`config.mk`:
```
export PLATFORM = sky130hd
export DESIGN_NAME = main_datapath_config
export DESIGN_NICKNAME = d
export VERILOG_FILES = /design/src/main_datapath_config.v
export VERILOG_INCLUDE_DIRS = /design/src
export SDC_FILE = /design/constraint.sdc
export NUM_CORES = 1
export LEC_CHECK = 0
export BUFFER_PORTS_ARGS = -buffer_cell sky130_fd_sc_hd__buf_4
export CORE_MARGIN = 5
export CORE_UTILIZATION = 43
export DETAILED_ROUTE_END_ITERATION = 10
export PLACE_DENSITY = 0.69
export SYNTH_ARGS = -nofsm -noshare
export SYNTH_HDL_FRONTEND = slang
export SYNTH_SLANG_ARGS = --single-unit
```
`constraint.sdc`:
```
create_clock -name clk -period 1.4 [get_ports clk]
set_input_delay 0.14 -clock clk [delete_from_list [all_inputs] [get_ports clk]]
set_output_delay 0.14 -clock clk [all_outputs]
set_load 0.005 [all_outputs]
```
`src/dac_main_config_map.vh`:
```
/*
  Offsets, field positions, reset value and field codes of the main
  datapath configuration register.
  Assumes it is included once per compile unit by its bare name.
*/
// Behaviour
// - Register resets to 0x049c and sits at address 0x00.
// - Bit 15 set applies offset correction on pair one, else bypassed.
// - Bit 14 set applies offset correction on pair two, else bypassed.
// - Bit 13 set enables phase and gain correction on pair one.
// - Bit 12 set enables phase and gain correction on pair two.
// - Bits 11:8 select interpolation 1x,2x,4x,8x,16x; default 8x.
// - Bit 7 enables the input elastic buffer; resets to one.
// - Bit 4 set drives the alarm pin; cleared puts it high impedance.
// - Alarm polarity 0 is active low, 1 active high; default high.
// - Bit 2 set resynchronizes elastic buffer output pointer from sync source.
// - After a taken sync, all divided clocks are phase aligned.
// - Bit 1 set inserts inverse sinc filter into pair one path.
// - Bit 0 set inserts inverse sinc filter into pair two path.
// - Bits 6 and 5 are reserved, no function, reset to zero.
`ifndef DAC_MAIN_CONFIG_MAP_VH
`define DAC_MAIN_CONFIG_MAP_VH

`define MAIN_CFG_ADDR 7'h00
`define MAIN_CFG_RESET 16'h049c

`define BIT_PAIR1_QUAD_OFFSET 15
`define BIT_PAIR2_QUAD_OFFSET 14
`define BIT_PAIR1_PHASE_GAIN 13
`define BIT_PAIR2_PHASE_GAIN 12
`define FLD_INTERP_HI 11
`define FLD_INTERP_LO 8
`define BIT_ELASTIC_BUF 7
`define BIT_RSVD_HI 6
`define BIT_RSVD_LO 5
`define BIT_ALARM_OUT_ENA 4
`define BIT_ALARM_POL 3
`define BIT_CLKDIV_SYNC 2
`define BIT_PAIR1_SINC_COMP 1
`define BIT_PAIR2_SINC_COMP 0

`define INTERP_1X 4'h0
`define INTERP_2X 4'h1
`define INTERP_4X 4'h2
`define INTERP_8X 4'h4
`define INTERP_16X 4'h8

`endif

```
`src/main_datapath_config.v`:
```
/*
  Main datapath configuration register of the converter and the small
  pieces of control logic that it steers directly: alarm pin drive,
  output pointer resync and the divided clock enables.
  Assumes the serial configuration engine delivers one-cycle write and
  read strobes on clk, internal alarm and datapath logic run on clk,
  and the sync source arrives asynchronously from a pin.
*/
`timescale 1ns/10ps
`include "dac_main_config_map.vh"

module main_datapath_config #(
  parameter ADDR_W = 7
) (
  // Clock and reset
  input wire clk,
  input wire nrst,
  // Serial configuration register port
  input wire cfg_wr,
  input wire cfg_rd,
  input wire [ADDR_W-1:0] cfg_addr,
  input wire [15:0] cfg_wdata,
  output reg [15:0] cfg_rdata,
  output reg cfg_rvalid,
  // Alarm source and pin
  input wire alarm_event,
  output reg alarm_o,
  output reg alarm_oe,
  // Sync source chosen by the sync selection register
  input wire sync_source,
  // Datapath controls
  output reg pair1_quad_offset_enable,
  output reg pair2_quad_offset_enable,
  output reg pair1_phase_gain_enable,
  output reg pair2_phase_gain_enable,
  output reg pair1_sinc_comp_enable,
  output reg pair2_sinc_comp_enable,
  output reg elastic_buf_enable,
  output reg [4:0] interp_ratio,
  output reg interp_code_bad,
  // Elastic buffer pointer and divided clocks
  output reg out_ptr_sync,
  output reg div2_en,
  output reg div4_en,
  output reg div8_en,
  output reg div16_en,
  output reg sample_en
);

  // Interpolation code to ratio; unlisted codes fall back to 1x.
  function [4:0] interp_decode;
    input [3:0] code;
    begin
      case (code)
        `INTERP_1X: interp_decode = 5'h01;
        `INTERP_2X: interp_decode = 5'h02;
        `INTERP_4X: interp_decode = 5'h04;
        `INTERP_8X: interp_decode = 5'h08;
        `INTERP_16X: interp_decode = 5'h10;
        default: interp_decode = 5'h01;
      endcase
    end
  endfunction

  // A code outside the listed set is flagged, so software can tell that the
  // datapath has quietly fallen back to 1x.
  function code_valid;
    input [3:0] code;
    begin
      case (code)
        `INTERP_1X, `INTERP_2X, `INTERP_4X, `INTERP_8X, `INTERP_16X: code_valid = 1'b1;
        default: code_valid = 1'b0;
      endcase
    end
  endfunction

  reg [15:0] cfg_reg;
  reg [15:0] cfg_next;
  reg sync_meta_reg;
  reg sync_sample_reg;
  reg sync_last_reg;
  reg [3:0] div_cnt_reg;
  reg [3:0] div_cnt_next;
  reg [3:0] sample_mask;
  wire addr_hit;
  wire sync_rise;
  wire [3:0] interp_code;

  // Only this one address is decoded; writes elsewhere are dropped.
  assign addr_hit = (cfg_addr == `MAIN_CFG_ADDR);
  assign interp_code = cfg_reg[`FLD_INTERP_HI:`FLD_INTERP_LO];
  // The edge detector reads only the second and third stages.
  assign sync_rise = sync_sample_reg & ~sync_last_reg;

  // Reserved bits are stored as written so a read-back matches the
  // write; they steer nothing.
  always @* begin
    cfg_next = cfg_reg;
    if (cfg_wr && addr_hit) begin
      cfg_next = cfg_wdata;
    end
  end

  always @(posedge clk) begin
    if (!nrst) begin
      cfg_reg <= `MAIN_CFG_RESET;
    end else begin
      cfg_reg <= cfg_next;
    end
  end

  // Read answer one cycle after the strobe; other addresses read zero.
  always @(posedge clk) begin
    if (!nrst) begin
      cfg_rdata <= 16'h0000;
      cfg_rvalid <= 1'b0;
    end else begin
      cfg_rvalid <= cfg_rd;
      if (cfg_rd) begin
        cfg_rdata <= addr_hit ? cfg_reg : 16'h0000;
      end
    end
  end

  // Datapath enables follow the register one cycle after it changes.
  // The lag keeps every control a plain flip-flop output with no decode behind it.
  always @(posedge clk) begin
    if (!nrst) begin
      pair1_quad_offset_enable <= 1'b0;
      pair2_quad_offset_enable <= 1'b0;
      pair1_phase_gain_enable <= 1'b0;
      pair2_phase_gain_enable <= 1'b0;
      pair1_sinc_comp_enable <= 1'b0;
      pair2_sinc_comp_enable <= 1'b0;
      elastic_buf_enable <= 1'b0;
      interp_ratio <= 5'h01;
      interp_code_bad <= 1'b0;
    end else begin
      pair1_quad_offset_enable <= cfg_reg[`BIT_PAIR1_QUAD_OFFSET];
      pair2_quad_offset_enable <= cfg_reg[`BIT_PAIR2_QUAD_OFFSET];
      pair1_phase_gain_enable <= cfg_reg[`BIT_PAIR1_PHASE_GAIN];
      pair2_phase_gain_enable <= cfg_reg[`BIT_PAIR2_PHASE_GAIN];
      pair1_sinc_comp_enable <= cfg_reg[`BIT_PAIR1_SINC_COMP];
      pair2_sinc_comp_enable <= cfg_reg[`BIT_PAIR2_SINC_COMP];
      elastic_buf_enable <= cfg_reg[`BIT_ELASTIC_BUF];
      interp_ratio <= interp_decode(interp_code);
      interp_code_bad <= ~code_valid(interp_code);
    end
  end

  // Alarm pin: the polarity bit picks the asserted level, the enable
  // bit decides whether the pin is driven at all.
  always @(posedge clk) begin
    if (!nrst) begin
      alarm_o <= 1'b0;
      alarm_oe <= 1'b0;
    end else begin
      alarm_o <= cfg_reg[`BIT_ALARM_POL] ? alarm_event : ~alarm_event;
      alarm_oe <= cfg_reg[`BIT_ALARM_OUT_ENA];
    end
  end

  // Two-stage synchroniser for the asynchronous sync source.
  always @(posedge clk) begin
    if (!nrst) begin
      sync_meta_reg <= 1'b0;
      sync_sample_reg <= 1'b0;
      sync_last_reg <= 1'b0;
    end else begin
      sync_meta_reg <= sync_source;
      sync_sample_reg <= sync_meta_reg;
      sync_last_reg <= sync_sample_reg;
    end
  end

  // One counter feeds every divided enable, so clearing it on a taken
  // sync puts all of them back in phase at once.
  always @* begin
    div_cnt_next = div_cnt_reg + 4'h1;
    if (sync_rise && cfg_reg[`BIT_CLKDIV_SYNC]) begin
      div_cnt_next = 4'h0;
    end
  end

  always @(posedge clk) begin
    if (!nrst) begin
      div_cnt_reg <= 4'h0;
    end else begin
      div_cnt_reg <= div_cnt_next;
    end
  end

  // The sample enable masks the shared counter, so its phase is tied to the
  // other divided enables and a taken sync realigns it with them.
  // At 1x the mask is empty and the enable stays high every cycle.
  always @* begin
    sample_mask = interp_ratio[4:1] == 4'h0 ? 4'h0 : (interp_ratio[3:0] - 4'h1);
    if (interp_ratio[4]) begin
      sample_mask = 4'hf;
    end
  end

  // The enables decode the next counter value, so they rise on the same
  // edge as the pointer sync pulse while staying registered outputs.
  // A sync edge seen with the enable bit clear is dropped on purpose.
  always @(posedge clk) begin
    if (!nrst) begin
      out_ptr_sync <= 1'b0;
      div2_en <= 1'b0;
      div4_en <= 1'b0;
      div8_en <= 1'b0;
      div16_en <= 1'b0;
      sample_en <= 1'b0;
    end else begin
      out_ptr_sync <= sync_rise & cfg_reg[`BIT_CLKDIV_SYNC];
      div2_en <= div_cnt_next[0] == 1'b0;
      div4_en <= div_cnt_next[1:0] == 2'h0;
      div8_en <= div_cnt_next[2:0] == 3'h0;
      div16_en <= div_cnt_next == 4'h0;
      sample_en <= (div_cnt_next & sample_mask) == 4'h0;
    end
  end

endmodule // main_datapath_config

```
======== Word level (Yosys, flattened, before mapping) ========
Cells that the tools add are included.
word-level totals
  flip-flop bits (word level) ............. 61
  input bits .............................. 29
  output and inout bits ................... 38
cells by class
  bitwise logic cells ..................... 7
  mux-type cells .......................... 8
  reductions and logical operators ........ 10
  add/subtract/negate cells ............... 2
  equal/unequal tests ..................... 4
operators by type and width
  kind                                                                number
  5-bit one-hot mux with 4 select lines                               1
  4-bit zero test                                                     4
  16-bit 2-to-1 mux                                                   1
  4-bit 2-to-1 mux                                                    3
  7-bit zero test                                                     1
  5-bit OR reduction                                                  1
  4-bit by 1-bit adder with 4-bit output, second input constant       1
  4-bit bitwise AND                                                   1
  4-bit by 1-bit == test with 1-bit output, second input constant     1
  4-bit by 2-bit == test with 1-bit output, second input constant     1
  4-bit by 3-bit == test with 1-bit output, second input constant     1
  4-bit == test, second input constant                                1
  1-bit NOT                                                           4
  4-bit by 1-bit subtractor with 4-bit output, second input constant  1
  3-bit zero test                                                     1
  1-bit 2-to-1 mux                                                    3
  1-bit bitwise AND                                                   2
  1-bit logical AND                                                   2
  2-bit zero test                                                     1

======== Longest topological paths before layout ========
Gate-level depths: netlist of the first run.
  depth in word-level cells ............... 6
  gate-level depth with buffers ........... 6

======== Worst setup path after synthesis of the first run ========
OpenSTA, ideal clock, no wires.
  kind .................................... register to register
  from .................................... register interp_ratio[1]
  to ...................................... register sample_en
  clock period less this slack ............ 1,264 ps
  data required time ...................... 1,342 ps
  data arrival time ....................... 1,206 ps
  path slack .............................. 136 ps
  stages on the path, launching flop included .. 7
  cells stage by stage .................... dfxtp_1 -> inv_1 -> ha_1 -> nand2b_1 -> o2bb2ai_1 -> a222oi_1 -> o21a_1
between the ends
  word-level cells in the longest chain between the ends .. 5
  elaborated cells on any way between the ends .. 6
  those cells by class .................... add/sub (1); mux (2); bitwise (1); reduce/logical (2)
ends and longest elaborated chain
  element                                                                                line                        RTL
  start, declared                                                                        main_datapath_config.v:39   output reg [4:0] interp_ratio,
  start signal, assigned                                                                 main_datapath_config.v:146  interp_ratio <= interp_decode(interp_code);
  4-bit by 1-bit subtractor with 4-bit output / 4-bit zero test (equally long branches)  main_datapath_config.v:197  sample_mask = interp_ratio[4:1] == 4'h0 ? 4'h0 : (interp_ratio[3:0] - 4'h1);
  4-bit 2-to-1 mux (*)                                                                   main_datapath_config.v:197
  4-bit 2-to-1 mux (*)                                                                   main_datapath_config.v:198  if (interp_ratio[4]) begin
  4-bit bitwise AND (*)                                                                  main_datapath_config.v:220  sample_en <= (div_cnt_next & sample_mask) == 4'h0;
  4-bit zero test (*)                                                                    main_datapath_config.v:220
  end signal, assigned                                                                   main_datapath_config.v:213  sample_en <= 1'b0;
  end signal, assigned                                                                   main_datapath_config.v:220
  end, declared                                                                          main_datapath_config.v:47   output reg sample_en
Mark *: on every way between the ends. The rest lies on a longest branch, timed or not.
A chain may end at the register's enable or synchronous reset.

======== Worst setup path in the final report of the first run ========
  from .................................... register div_cnt_reg[0]
  to ...................................... register sample_en
between the ends
  word-level cells in the longest chain between the ends .. 4
ends and longest elaborated chain
  element                                 line                        RTL
  start, declared                         main_datapath_config.v:82   reg [3:0] div_cnt_reg;
  start signal, assigned                  main_datapath_config.v:189  div_cnt_reg <= div_cnt_next;
  4-bit by 1-bit adder with 4-bit output  main_datapath_config.v:179  div_cnt_next = div_cnt_reg + 4'h1;
  4-bit 2-to-1 mux                        main_datapath_config.v:180  if (sync_rise && cfg_reg[`BIT_CLKDIV_SYNC]) begin
  4-bit bitwise AND                       main_datapath_config.v:220
  4-bit zero test                         main_datapath_config.v:220
Every way passes these cells.

==> results of run 1 <==
## power breakdown
| group | internal, mW | total, mW | switching (mW) |
|---|---|---|---|
| combinational | 0.134 | 0.218 | 0.0840 |
| sequential | 1.77 | 1.79 | 0.0175 |
| clock | 0.965 | 1.61 | 0.647 |
| total | 2.87 | 3.62 | 0.749 |
## cell type report
cell class | instances | area, um2
Tap cell | 67 | 83.8
Clock inverter | 3 | 42.5
Sequential cell | 61 | 1220
Inverter | 2 | 7.51
Timing Repair Buffer | 77 | 601
Fill cell | 442 | 1840
Multi-Input combinational cell | 131 | 846
Clock buffer | 13 | 169
## layer usage
metal,part of all wire,global-route usage,wire length (um),up-vias
met2,0.45,0.228,2070,51
met3,0.092,0.0676,428,11
met5,0,0,0,-
li1,-,-,-,860
met1,0.43,0.187,2000,758
met4,0.027,0.103,127,0
## cells in the final DEF (no fill, tap or decap), types with 2 or more instances in the layout
cell / Yosys / routed
and3_1: 4 / 4
dfxtp_2: 0 / 3
inv_1: 2 / 2
a21boi_0: 8 / 8
dlygate4sd3_1: 0 / 4
nor2b_1: 5 / 5
dfxtp_1: 61 / 58
a22o_1: 16 / 16
nor2_1: 7 / 7
and2_1: 14 / 14
buf_4: 1 / 72
xnor2_1: 2 / 2
nand2b_1: 2 / 2
xor2_1: 2 / 2
ha_1: 2 / 2
nor4b_1: 4 / 4
nand2_1: 34 / 34
a21oi_1: 2 / 2
clkbuf_8: 0 / 12
nor3_1: 2 / 2
o21a_1: 3 / 3
a21boi_2: 5 / 5
nand3_1: 8 / 8
## logic make-up after synthesis
kind of cell	after synthesis	share of synthesized area
AND/OR/NAND/NOR	84	0.199
flip-flops	61	0.564
AO/OA/AOI/OAI	41	0.161
buffers and inverters	17	0.0479
XOR/XNOR	4	0.0162
adder cells (fa/ha/maj)	2	0.0116
## worst max-delay path, stage by stage (launching register included)
cell and delay [ns]:
dfxtp_2 0.35, ha_1 0.35, o2bb2ai_1 0.14, a222oi_1 0.27
o21a_1 0.15
## worst paths after layout
| kind | slack (ns) | endpoint | cells after the start |
|---|---|---|---|
| setup / recovery | 0.09 | sample_en | 4 |
| hold / removal | 0.02 | cfg_reg[3] | 3 |
| setup reg to reg | 0.09 | sample_en | 4 |
| hold reg to reg | 0.44 | sync_sample_reg | 1 |
## what timing repair did
item / CTS / global route
hold endpoints to repair: 4 / 0
setup endpoints to repair: 0 / 2
hold buffers: 4 / 0
gates resized for setup: 0 / 4
==> impl_metrics.py, run 1 <==
metrics = {
    "outcome": {
        "run_status": "finished, final reports clean",
    },
    "timing": {
        "finalWorstPathRequiredPeriod_ns": 1.31,
        "clock-skew-final_ns": 0.00687,
        "achievable-frequency_ghz": 0.764,
        "period_share": 0.934,
        "relSlewSlack": 0.783,
        "postLayoutSetupSlackWorst_ns": 0.0919,
        "setup_violations": 0,
        "tightest_slew_ns": 0.325,
        "tns_ns": 0,
        "hold_violations": 0,
        "grt_setup_unrepaired": "no",
        "hold_slack_ns": 0.0215,
        "final_max_slew_viol_count": 0,
    },
    "hold_path": {
        "worst_hold_path_type": "in -> reg",
        "hold_path.startpoint": "cfg_wdata[3]",
    },
    "clock_tree": {
        "max-clock-path-buffers": 2,
        "postCtsSetupRepairBufs": 0,
        "clkSlewWorstSetupHoldPaths_ns": 0.06,
        "htreeDepth": 3,
        "tritoncts": "done",
        "clock-sinks": 61,
        "worstSkewPairLatency_ns": 0.33,
        "numCtsBuffers": 9,
        "root_buffer": "clkbuf_8",
    },
    "logic_synthesis": {
        "combined_area_of_all_synthesized_cells_um2": 2170,
        "syn-num-nets": 240,
        "post-synth-top-area-fraction": 0.564,
        "syn_avg_cell_area_um2": 10.4,
        "ys.flop_type": "dfxtp_1",
        "total_of_flip_flops_plus_latches_after_synthesis": 61,
        "synth-edff-count": 0,
        "synthMostInstantiatedCell": "dfxtp_1",
        "yosys.area.top_type": "dfxtp_1",
        "yosys_warnings": 0,
        "yosysSeqAreaShare": 0.564,
        "synth_top_cells_by_count": "dfxtp_1 (61), nand2_1 (34), a22o_1 (16)",
        "synth_async_sr_flop_share": 0,
        "synth.distinct_cells": 36,
        "synth_area_leaders": "dfxtp_1 (56%), a22o_1 (6.5%), nand2_1 (5.9%)",
        "synthCells": 209,
    },
    "drt": {
        "drt_wl_total_um": 4630,
        "detailroute.via_count": 1680,
        "drtAntennaViolNets": 0,
        "drt_first_pass_iters": 4,
        "drc_errors": 0,
        "drtIter0Drc": 76,
        "wl_per_cell_um": 13.1,
        "avgViaCountPerCell": 4.75,
    },
    "finish": {
        "post_route_cells_drive_above_1_share": 0.345,
        "num-nets-final": 313,
        "fin_util": 0.617,
        "final_cell_count_no_fill": 354,
        "diodes": 0,
        "layout.cell_area.non_filler_um2": 2970,
        "layout_overhead_on_the_synthesized_area_pct": 37.3,
    },
    "critical_path": {
        "end_kind": "flop",
        "required_ns": 1.68,
        "worstSetupStartpointType": "flop",
        "worstSetupPathType": "reg -> reg",
        "critical_path.startpoint": "div_cnt_reg[0]",
        "worst_ep_arrival_time_ns": 1.59,
        "crit_path_max_fanout": 6,
        "r2r_start": "div_cnt_reg[0]",
    },
    "global_route": {
        "grt_remaining_overflow": 0,
        "grt_max_degree": 23,
        "antenna_violations_before_repair": 0,
        "grt_pass1_vias": 1662,
        "grt_pass1_wl_um": 7660,
        "grt.total_usage": 0.157,
    },
    "pwr": {
        "leakagePower_nw": 1.32,
        "post-layout-total-power_mw": 3.62,
        "ir_worst_vdd_v": 0.000651,
        "pwr_density_cell_nw_per_um2": 1220,
    },
    "placement": {
        "globalplace.congestion": 0.724,
        "placed_cell_area_um2": 2710,
        "dp_worst_setup_slack_ns": 0.0686,
        "place_inst": 334,
        "portBuffers": 66,
        "final_hpwl_dp_um": 3170,
    },
    "floorplan": {
        "die_y_um": 81.0,
        "io-pin-count": 67,
        "initial_core_util": 0.450,
        "fp.coreArea_um2": 4820,
        "fp.dieArea_um2": 6560,
        "num_rows": 25,
        "die-width_um": 81.0,
    },
    "job": {
        "timing.max_cap.violations": 0,
    },
}
No activity file was read; power rests on OpenSTA's default activity.
==> run 2: changes to the inputs <==
==> constraint.sdc (replaced) <==
create_clock -name clk -period 1.5 [get_ports clk]
set_input_delay 0.15 -clock clk [delete_from_list [all_inputs] [get_ports clk]]
set_output_delay 0.15 -clock clk [all_outputs]
set_load 0.005 [all_outputs]
==> impl_metrics.py, run 2 (synthesized netlist as in run 1, its figures left out) <==
metrics = {
    "clock_tree": {
        "worstSkewPairLatency_ns": 0.33,
        "numCtsBuffers": 9,
        "tritoncts": "done",
        "hold_buffers": 0,
        "clkSlewWorstSetupHoldPaths_ns": 0.06,
        "clock-sinks": 61,
        "max-clock-path-buffers": 2,
        "htreeDepth": 3,
        "postCtsSetupRepairBufs": 0,
        "root_buffer": "clkbuf_8",
        "quantity_of_gates_resized_following_cts": 0,
    },
    "global_route": {
        "grt.busiest_layer": "met2",
        "antenna_violations_before_repair": 0,
        "globalRouteMet1Util": 0.178,
        "use_met2": 0.233,
        "grt_max_degree": 21,
        "grt_pass1_wl_um": 7570,
        "grt_pass1_vias": 1654,
        "grt.total_usage": 0.157,
        "grt_util_met3": 0.0998,
        "grt_remaining_overflow": 0,
    },
    "pwr": {
        "power.net_switching_mw": 0.656,
        "leakagePower_nw": 1.29,
        "power.share.switching": 0.200,
        "internal_power_mw": 2.63,
        "fraction_of_power_consumed_by_combinational_cells": 0.061,
        "ir_worst_vdd_v": 0.000572,
        "pwr_density_cell_nw_per_um2": 1130,
        "power_frac_seq": 0.508,
        "power.share.clock": 0.431,
    },
    "drt": {
        "drtAntennaViolNets": 0,
        "avgViaCountPerCell": 4.79,
        "drt_wl_total_um": 4510,
        "detailroute.via_count": 1678,
        "wl_per_cell_um": 12.9,
        "drt_first_pass_iters": 4,
        "drc_errors": 0,
        "drtIter0Drc": 87,
    },
    "critical_path": {
        "critical_path.startpoint": "interp_ratio[0]",
        "worstSetupPathType": "reg -> reg",
        "end_kind": "flop",
        "worst_ep_arrival_time_ns": 1.61,
        "worstSetupStartpointType": "flop",
        "r2r_start": "interp_ratio[0]",
        "required_ns": 1.77,
        "r2r_setup_slack_ns": 0.16,
        "worst_r2r_path_depth": 6,
        "crit_path_max_fanout": 4,
        "critical_path.reg2reg.endpoint": "sample_en",
    },
    "timing": {
        "period_share": 0.893,
        "setup_violations": 0,
        "clock-skew-final_ns": 0.00407,
        "grt_setup_unrepaired": "no",
        "tightest_slew_ns": 0.667,
        "tns_ns": 0,
        "finalWorstPathRequiredPeriod_ns": 1.34,
        "hold_violations": 0,
        "final_max_slew_viol_count": 0,
        "relSlewSlack": 0.554,
        "achievable-frequency_ghz": 0.747,
    },
    "placement": {
        "placed_cell_area_um2": 2710,
        "portBuffers": 66,
        "final_hpwl_dp_um": 3270,
        "globalplace.congestion": 0.743,
    },
    "outcome": {
        "run_status": "finished, final reports clean",
    },
    "floorplan": {
        "io-pin-count": 67,
        "die_y_um": 81.0,
        "fp.dieArea_um2": 6560,
        "num_rows": 25,
        "fp.coreArea_um2": 4820,
        "die-width_um": 81.0,
        "initial_core_util": 0.450,
    },
    "hold_path": {
        "worst_hold_path_type": "in -> reg",
        "min_to": "cfg_reg[4]",
        "min_path_cells": 3,
        "hold_path.startpoint": "cfg_wdata[4]",
    },
    "finish": {
        "diodes": 0,
        "num-nets-final": 310,
        "final_cell_mix": "buf_4 (74), dfxtp_1 (61), nand2_1 (34)",
        "layout_overhead_on_the_synthesized_area_pct": 34.0,
        "layout.cell_area.non_filler_um2": 2900,
        "final_common_cell": "buf_4",
        "post_route_cells_drive_above_1_share": 0.329,
        "fin_util": 0.602,
    },
    "job": {
        "timing.max_cap.violations": 0,
    },
}
## run 2: cell count changes in the layout (fill, tap and decap cells not counted), sizes merged
cell,change
buf,+1
clkbuf,+1
clkinv,-1
clkinvlp,-1
dlygate4sd3,-4
## run 2: through the flow
step	cells	setup slack (ns)	total power, mW	hold WS (ns)
2_1_floorplan	209	0.236	1.79	0.273
3_3_place_gp	335	0.213	1.90	0.360
3_5_place_dp	335	0.157	1.90	0.361
4_1_cts	350	0.144	3.33	0.0122
5_1_grt	350	0.0893	3.45	0.00537
6_report	350	0.160	3.28	0.0285
## run 2: worst max-delay path: stages (launching register included)
cell and delay [ns]:
dfxtp_1 0.37, inv_1 0.06, ha_1 0.27, nand2b_1 0.06
o2bb2ai_1 0.12, a222oi_1 0.26, o21a_1 0.15
## run 2: layer usage
metal  wire length (um)  part of all wire
met1               1920              0.43
met3                442             0.098
met5                  0                 0
met2               2080              0.46
met4                 64             0.014
## run 2: cell type report
| type | count | area (um2) |
|---|---|---|
| Clock buffer | 14 | 163 |
| Clock inverter | 1 | 30.0 |
| Fill cell | 455 | 1920 |
| Inverter | 2 | 7.51 |
| Multi-Input combinational cell | 131 | 841 |
| Sequential cell | 61 | 1220 |
| Tap cell | 67 | 83.8 |
| Timing Repair Buffer | 74 | 556 |
## run 2: power by group through the flow
stage               registers (mW)  clock network, mW  logic (mW)
global placement              1.70                  0       0.200
CTS                           1.67               1.46       0.201
finish                        1.67               1.42       0.199
detailed placement            1.70                  0       0.201
global route                  1.67               1.56       0.221
floorplan                     1.71                  0      0.0806
## run 2: how the worst max path moves through the flow
stage,endpoint,slack [ns],cells past startpoint
floorplan,sample_en,0.24,6
finish,sample_en,0.16,6
detailed placement,sample_en,0.16,6
global placement,sample_en,0.21,6
CTS,sample_en,0.14,6
global route,sample_en,0.09,6
==> run 3: changes to the inputs <==
==> constraint.sdc (replaced) <==
create_clock -name clk -period 1.65 [get_ports clk]
set_input_delay 0.165 -clock clk [delete_from_list [all_inputs] [get_ports clk]]
set_output_delay 0.165 -clock clk [all_outputs]
set_load 0.005 [all_outputs]
==> impl_metrics.py, run 3 (synthesized netlist as in run 1, its figures left out) <==
metrics = {
    "timing": {
        "relSlewSlack": 0.581,
        "tightest_slew_ns": 0.629,
        "tns_ns": 0,
        "hold_violations": 0,
        "achievable-frequency_ghz": 0.726,
        "setup_violations": 0,
        "finalWorstPathRequiredPeriod_ns": 1.38,
        "grt_setup_unrepaired": "no",
        "final_max_slew_viol_count": 0,
        "clock-skew-final_ns": 0.00659,
        "period_share": 0.835,
    },
    "pwr": {
        "power.net_switching_mw": 0.619,
        "internal_power_mw": 2.34,
        "leakagePower_nw": 1.28,
        "ir_worst_vdd_v": 0.000605,
        "pwr_density_cell_nw_per_um2": 1030,
        "fraction_of_power_consumed_by_combinational_cells": 0.059,
        "power.share.switching": 0.209,
        "power_frac_seq": 0.512,
        "power.share.clock": 0.429,
        "post-layout-total-power_mw": 2.96,
    },
    "global_route": {
        "grt.total_usage": 0.152,
        "antenna_violations_before_repair": 0,
        "grt_max_degree": 41,
        "grt_remaining_overflow": 0,
        "grt_pass1_vias": 1630,
        "grt_pass1_wl_um": 7560,
    },
    "critical_path": {
        "slowest_cell_delay_on_critical_path_ns": 0.36,
        "end_kind": "flop",
        "worstSetupStartpointType": "flop",
        "worst_ep_arrival_time_ns": 1.62,
        "slowest_stage": "dfxtp_1",
        "timing.critical_path.cells": "ha_1 > xor2_1 > nor3b_1 > o21a_1 > a21boi_0",
        "worstSetupPathType": "reg -> reg",
        "crit_path_max_fanout": 6,
        "cp_buf_inv_count": 0,
        "required_ns": 1.90,
        "cp_top_family": "flip-flops",
    },
    "finish": {
        "layout.cell_area.non_filler_um2": 2890,
        "fill_cell_count": 459,
        "final_cell_mix": "buf_4 (72), dfxtp_1 (61), nand2_1 (34)",
        "final_cell_count_no_fill": 349,
        "post_route_cells_drive_above_1_share": 0.330,
        "final_common_cell": "buf_4",
        "num-nets-final": 308,
        "layout_overhead_on_the_synthesized_area_pct": 33.3,
        "diodes": 0,
    },
    "placement": {
        "place_inst": 333,
        "globalplace.congestion": 0.716,
        "final_hpwl_dp_um": 3170,
        "placed_cell_area_um2": 2690,
        "portBuffers": 66,
    },
    "drt": {
        "drc_errors": 0,
        "drt_first_pass_iters": 5,
        "wl_per_cell_um": 13.0,
        "drt_wl_total_um": 4550,
        "detailroute.via_count": 1675,
        "avgViaCountPerCell": 4.80,
        "drtAntennaViolNets": 0,
        "drtIter0Drc": 50,
    },
    "floorplan": {
        "fp.coreArea_um2": 4820,
        "io-pin-count": 67,
        "fp.dieArea_um2": 6560,
        "initial_core_util": 0.450,
        "die-width_um": 81.0,
        "num_rows": 25,
        "die_y_um": 81.0,
    },
    "clock_tree": {
        "quantity_of_gates_resized_following_cts": 0,
        "root_buffer": "clkbuf_8",
        "max-clock-path-buffers": 2,
        "clkSlewWorstSetupHoldPaths_ns": 0.07,
        "clock-sinks": 61,
        "hold_buffers": 0,
        "postCtsSetupRepairBufs": 0,
        "numCtsBuffers": 9,
        "worstSkewPairLatency_ns": 0.32,
        "htreeDepth": 3,
        "tritoncts": "done",
    },
    "hold_path": {
        "worst_hold_path_type": "in -> reg",
    },
    "outcome": {
        "run_status": "finished, final reports clean",
    },
    "job": {
        "timing.max_cap.violations": 0,
    },
}
[run 3: cell count changes in the layout (fill, tap and decap cells not counted), sizes merged]
cell	before	now
buf	74	72
clkbuf	14	12
clkinv	0	2
clkinvlp	0	1
[run 3: metrics by stage]
| stage | util | hold WS (ns) | worst slack [ns] |
|---|---|---|---|
| after global routing | 0.599 | 0.0329 | 0.107 |
| after global placement | 0.559 | 0.373 | 0.193 |
| after floorplan | - | 0.288 | 0.386 |
| after CTS | 0.599 | 0.0383 | 0.281 |
| after detailed placement | 0.559 | 0.378 | 0.131 |
| final | 0.599 | 0.0507 | 0.273 |
[run 3: power by group through the flow]
| stage | registers, mW | clock network [mW] | logic, mW |
|---|---|---|---|
| after global placement | 1.55 | 0 | 0.175 |
| after detailed placement | 1.55 | 0 | 0.177 |
| after floorplan | 1.55 | 0 | 0.0733 |
| after CTS | 1.52 | 1.30 | 0.177 |
| after global routing | 1.52 | 1.38 | 0.196 |
| final | 1.52 | 1.27 | 0.175 |
[run 3: worst paths after layout]
check	to	start	cells past startpoint	slack (ns)
setup / recovery	div16_en	div_cnt_reg[0]	5	0.27
hold / removal	cfg_reg[4]	cfg_wdata[4]	3	0.05
setup reg to reg	div16_en	div_cnt_reg[0]	5	0.27
hold reg to reg	sync_sample_reg	sync_meta_reg	1	0.44
[run 3: worst register-to-register path, stage by stage, from the launching register on]
cell and delay, ns:
dfxtp_1 0.36, ha_1 0.23, xor2_1 0.19, nor3b_1 0.22, o21a_1 0.15, a21boi_0 0.16
[run 3: layer usage]
metal | share of wire | global-route usage | vias to the layer above
met1 | 0.43 | 0.178 | 776
met2 | 0.47 | 0.241 | 45
li1 | - | - | 850
met4 | 0.010 | 0.0709 | 0
met5 | 0 | 0 | -
met3 | 0.087 | 0.0665 | 4
[run 3: layout make-up]
type	instances	area (um2)	share of cell area
Clock buffer	12	145	0.0503
Multi-Input combinational cell	131	841	0.291
Tap cell	67	83.8	0.0290
Timing Repair Buffer	72	541	0.187
Sequential cell	61	1220	0.423
Clock inverter	4	47.5	0.0165
Inverter	2	7.51	0.00260
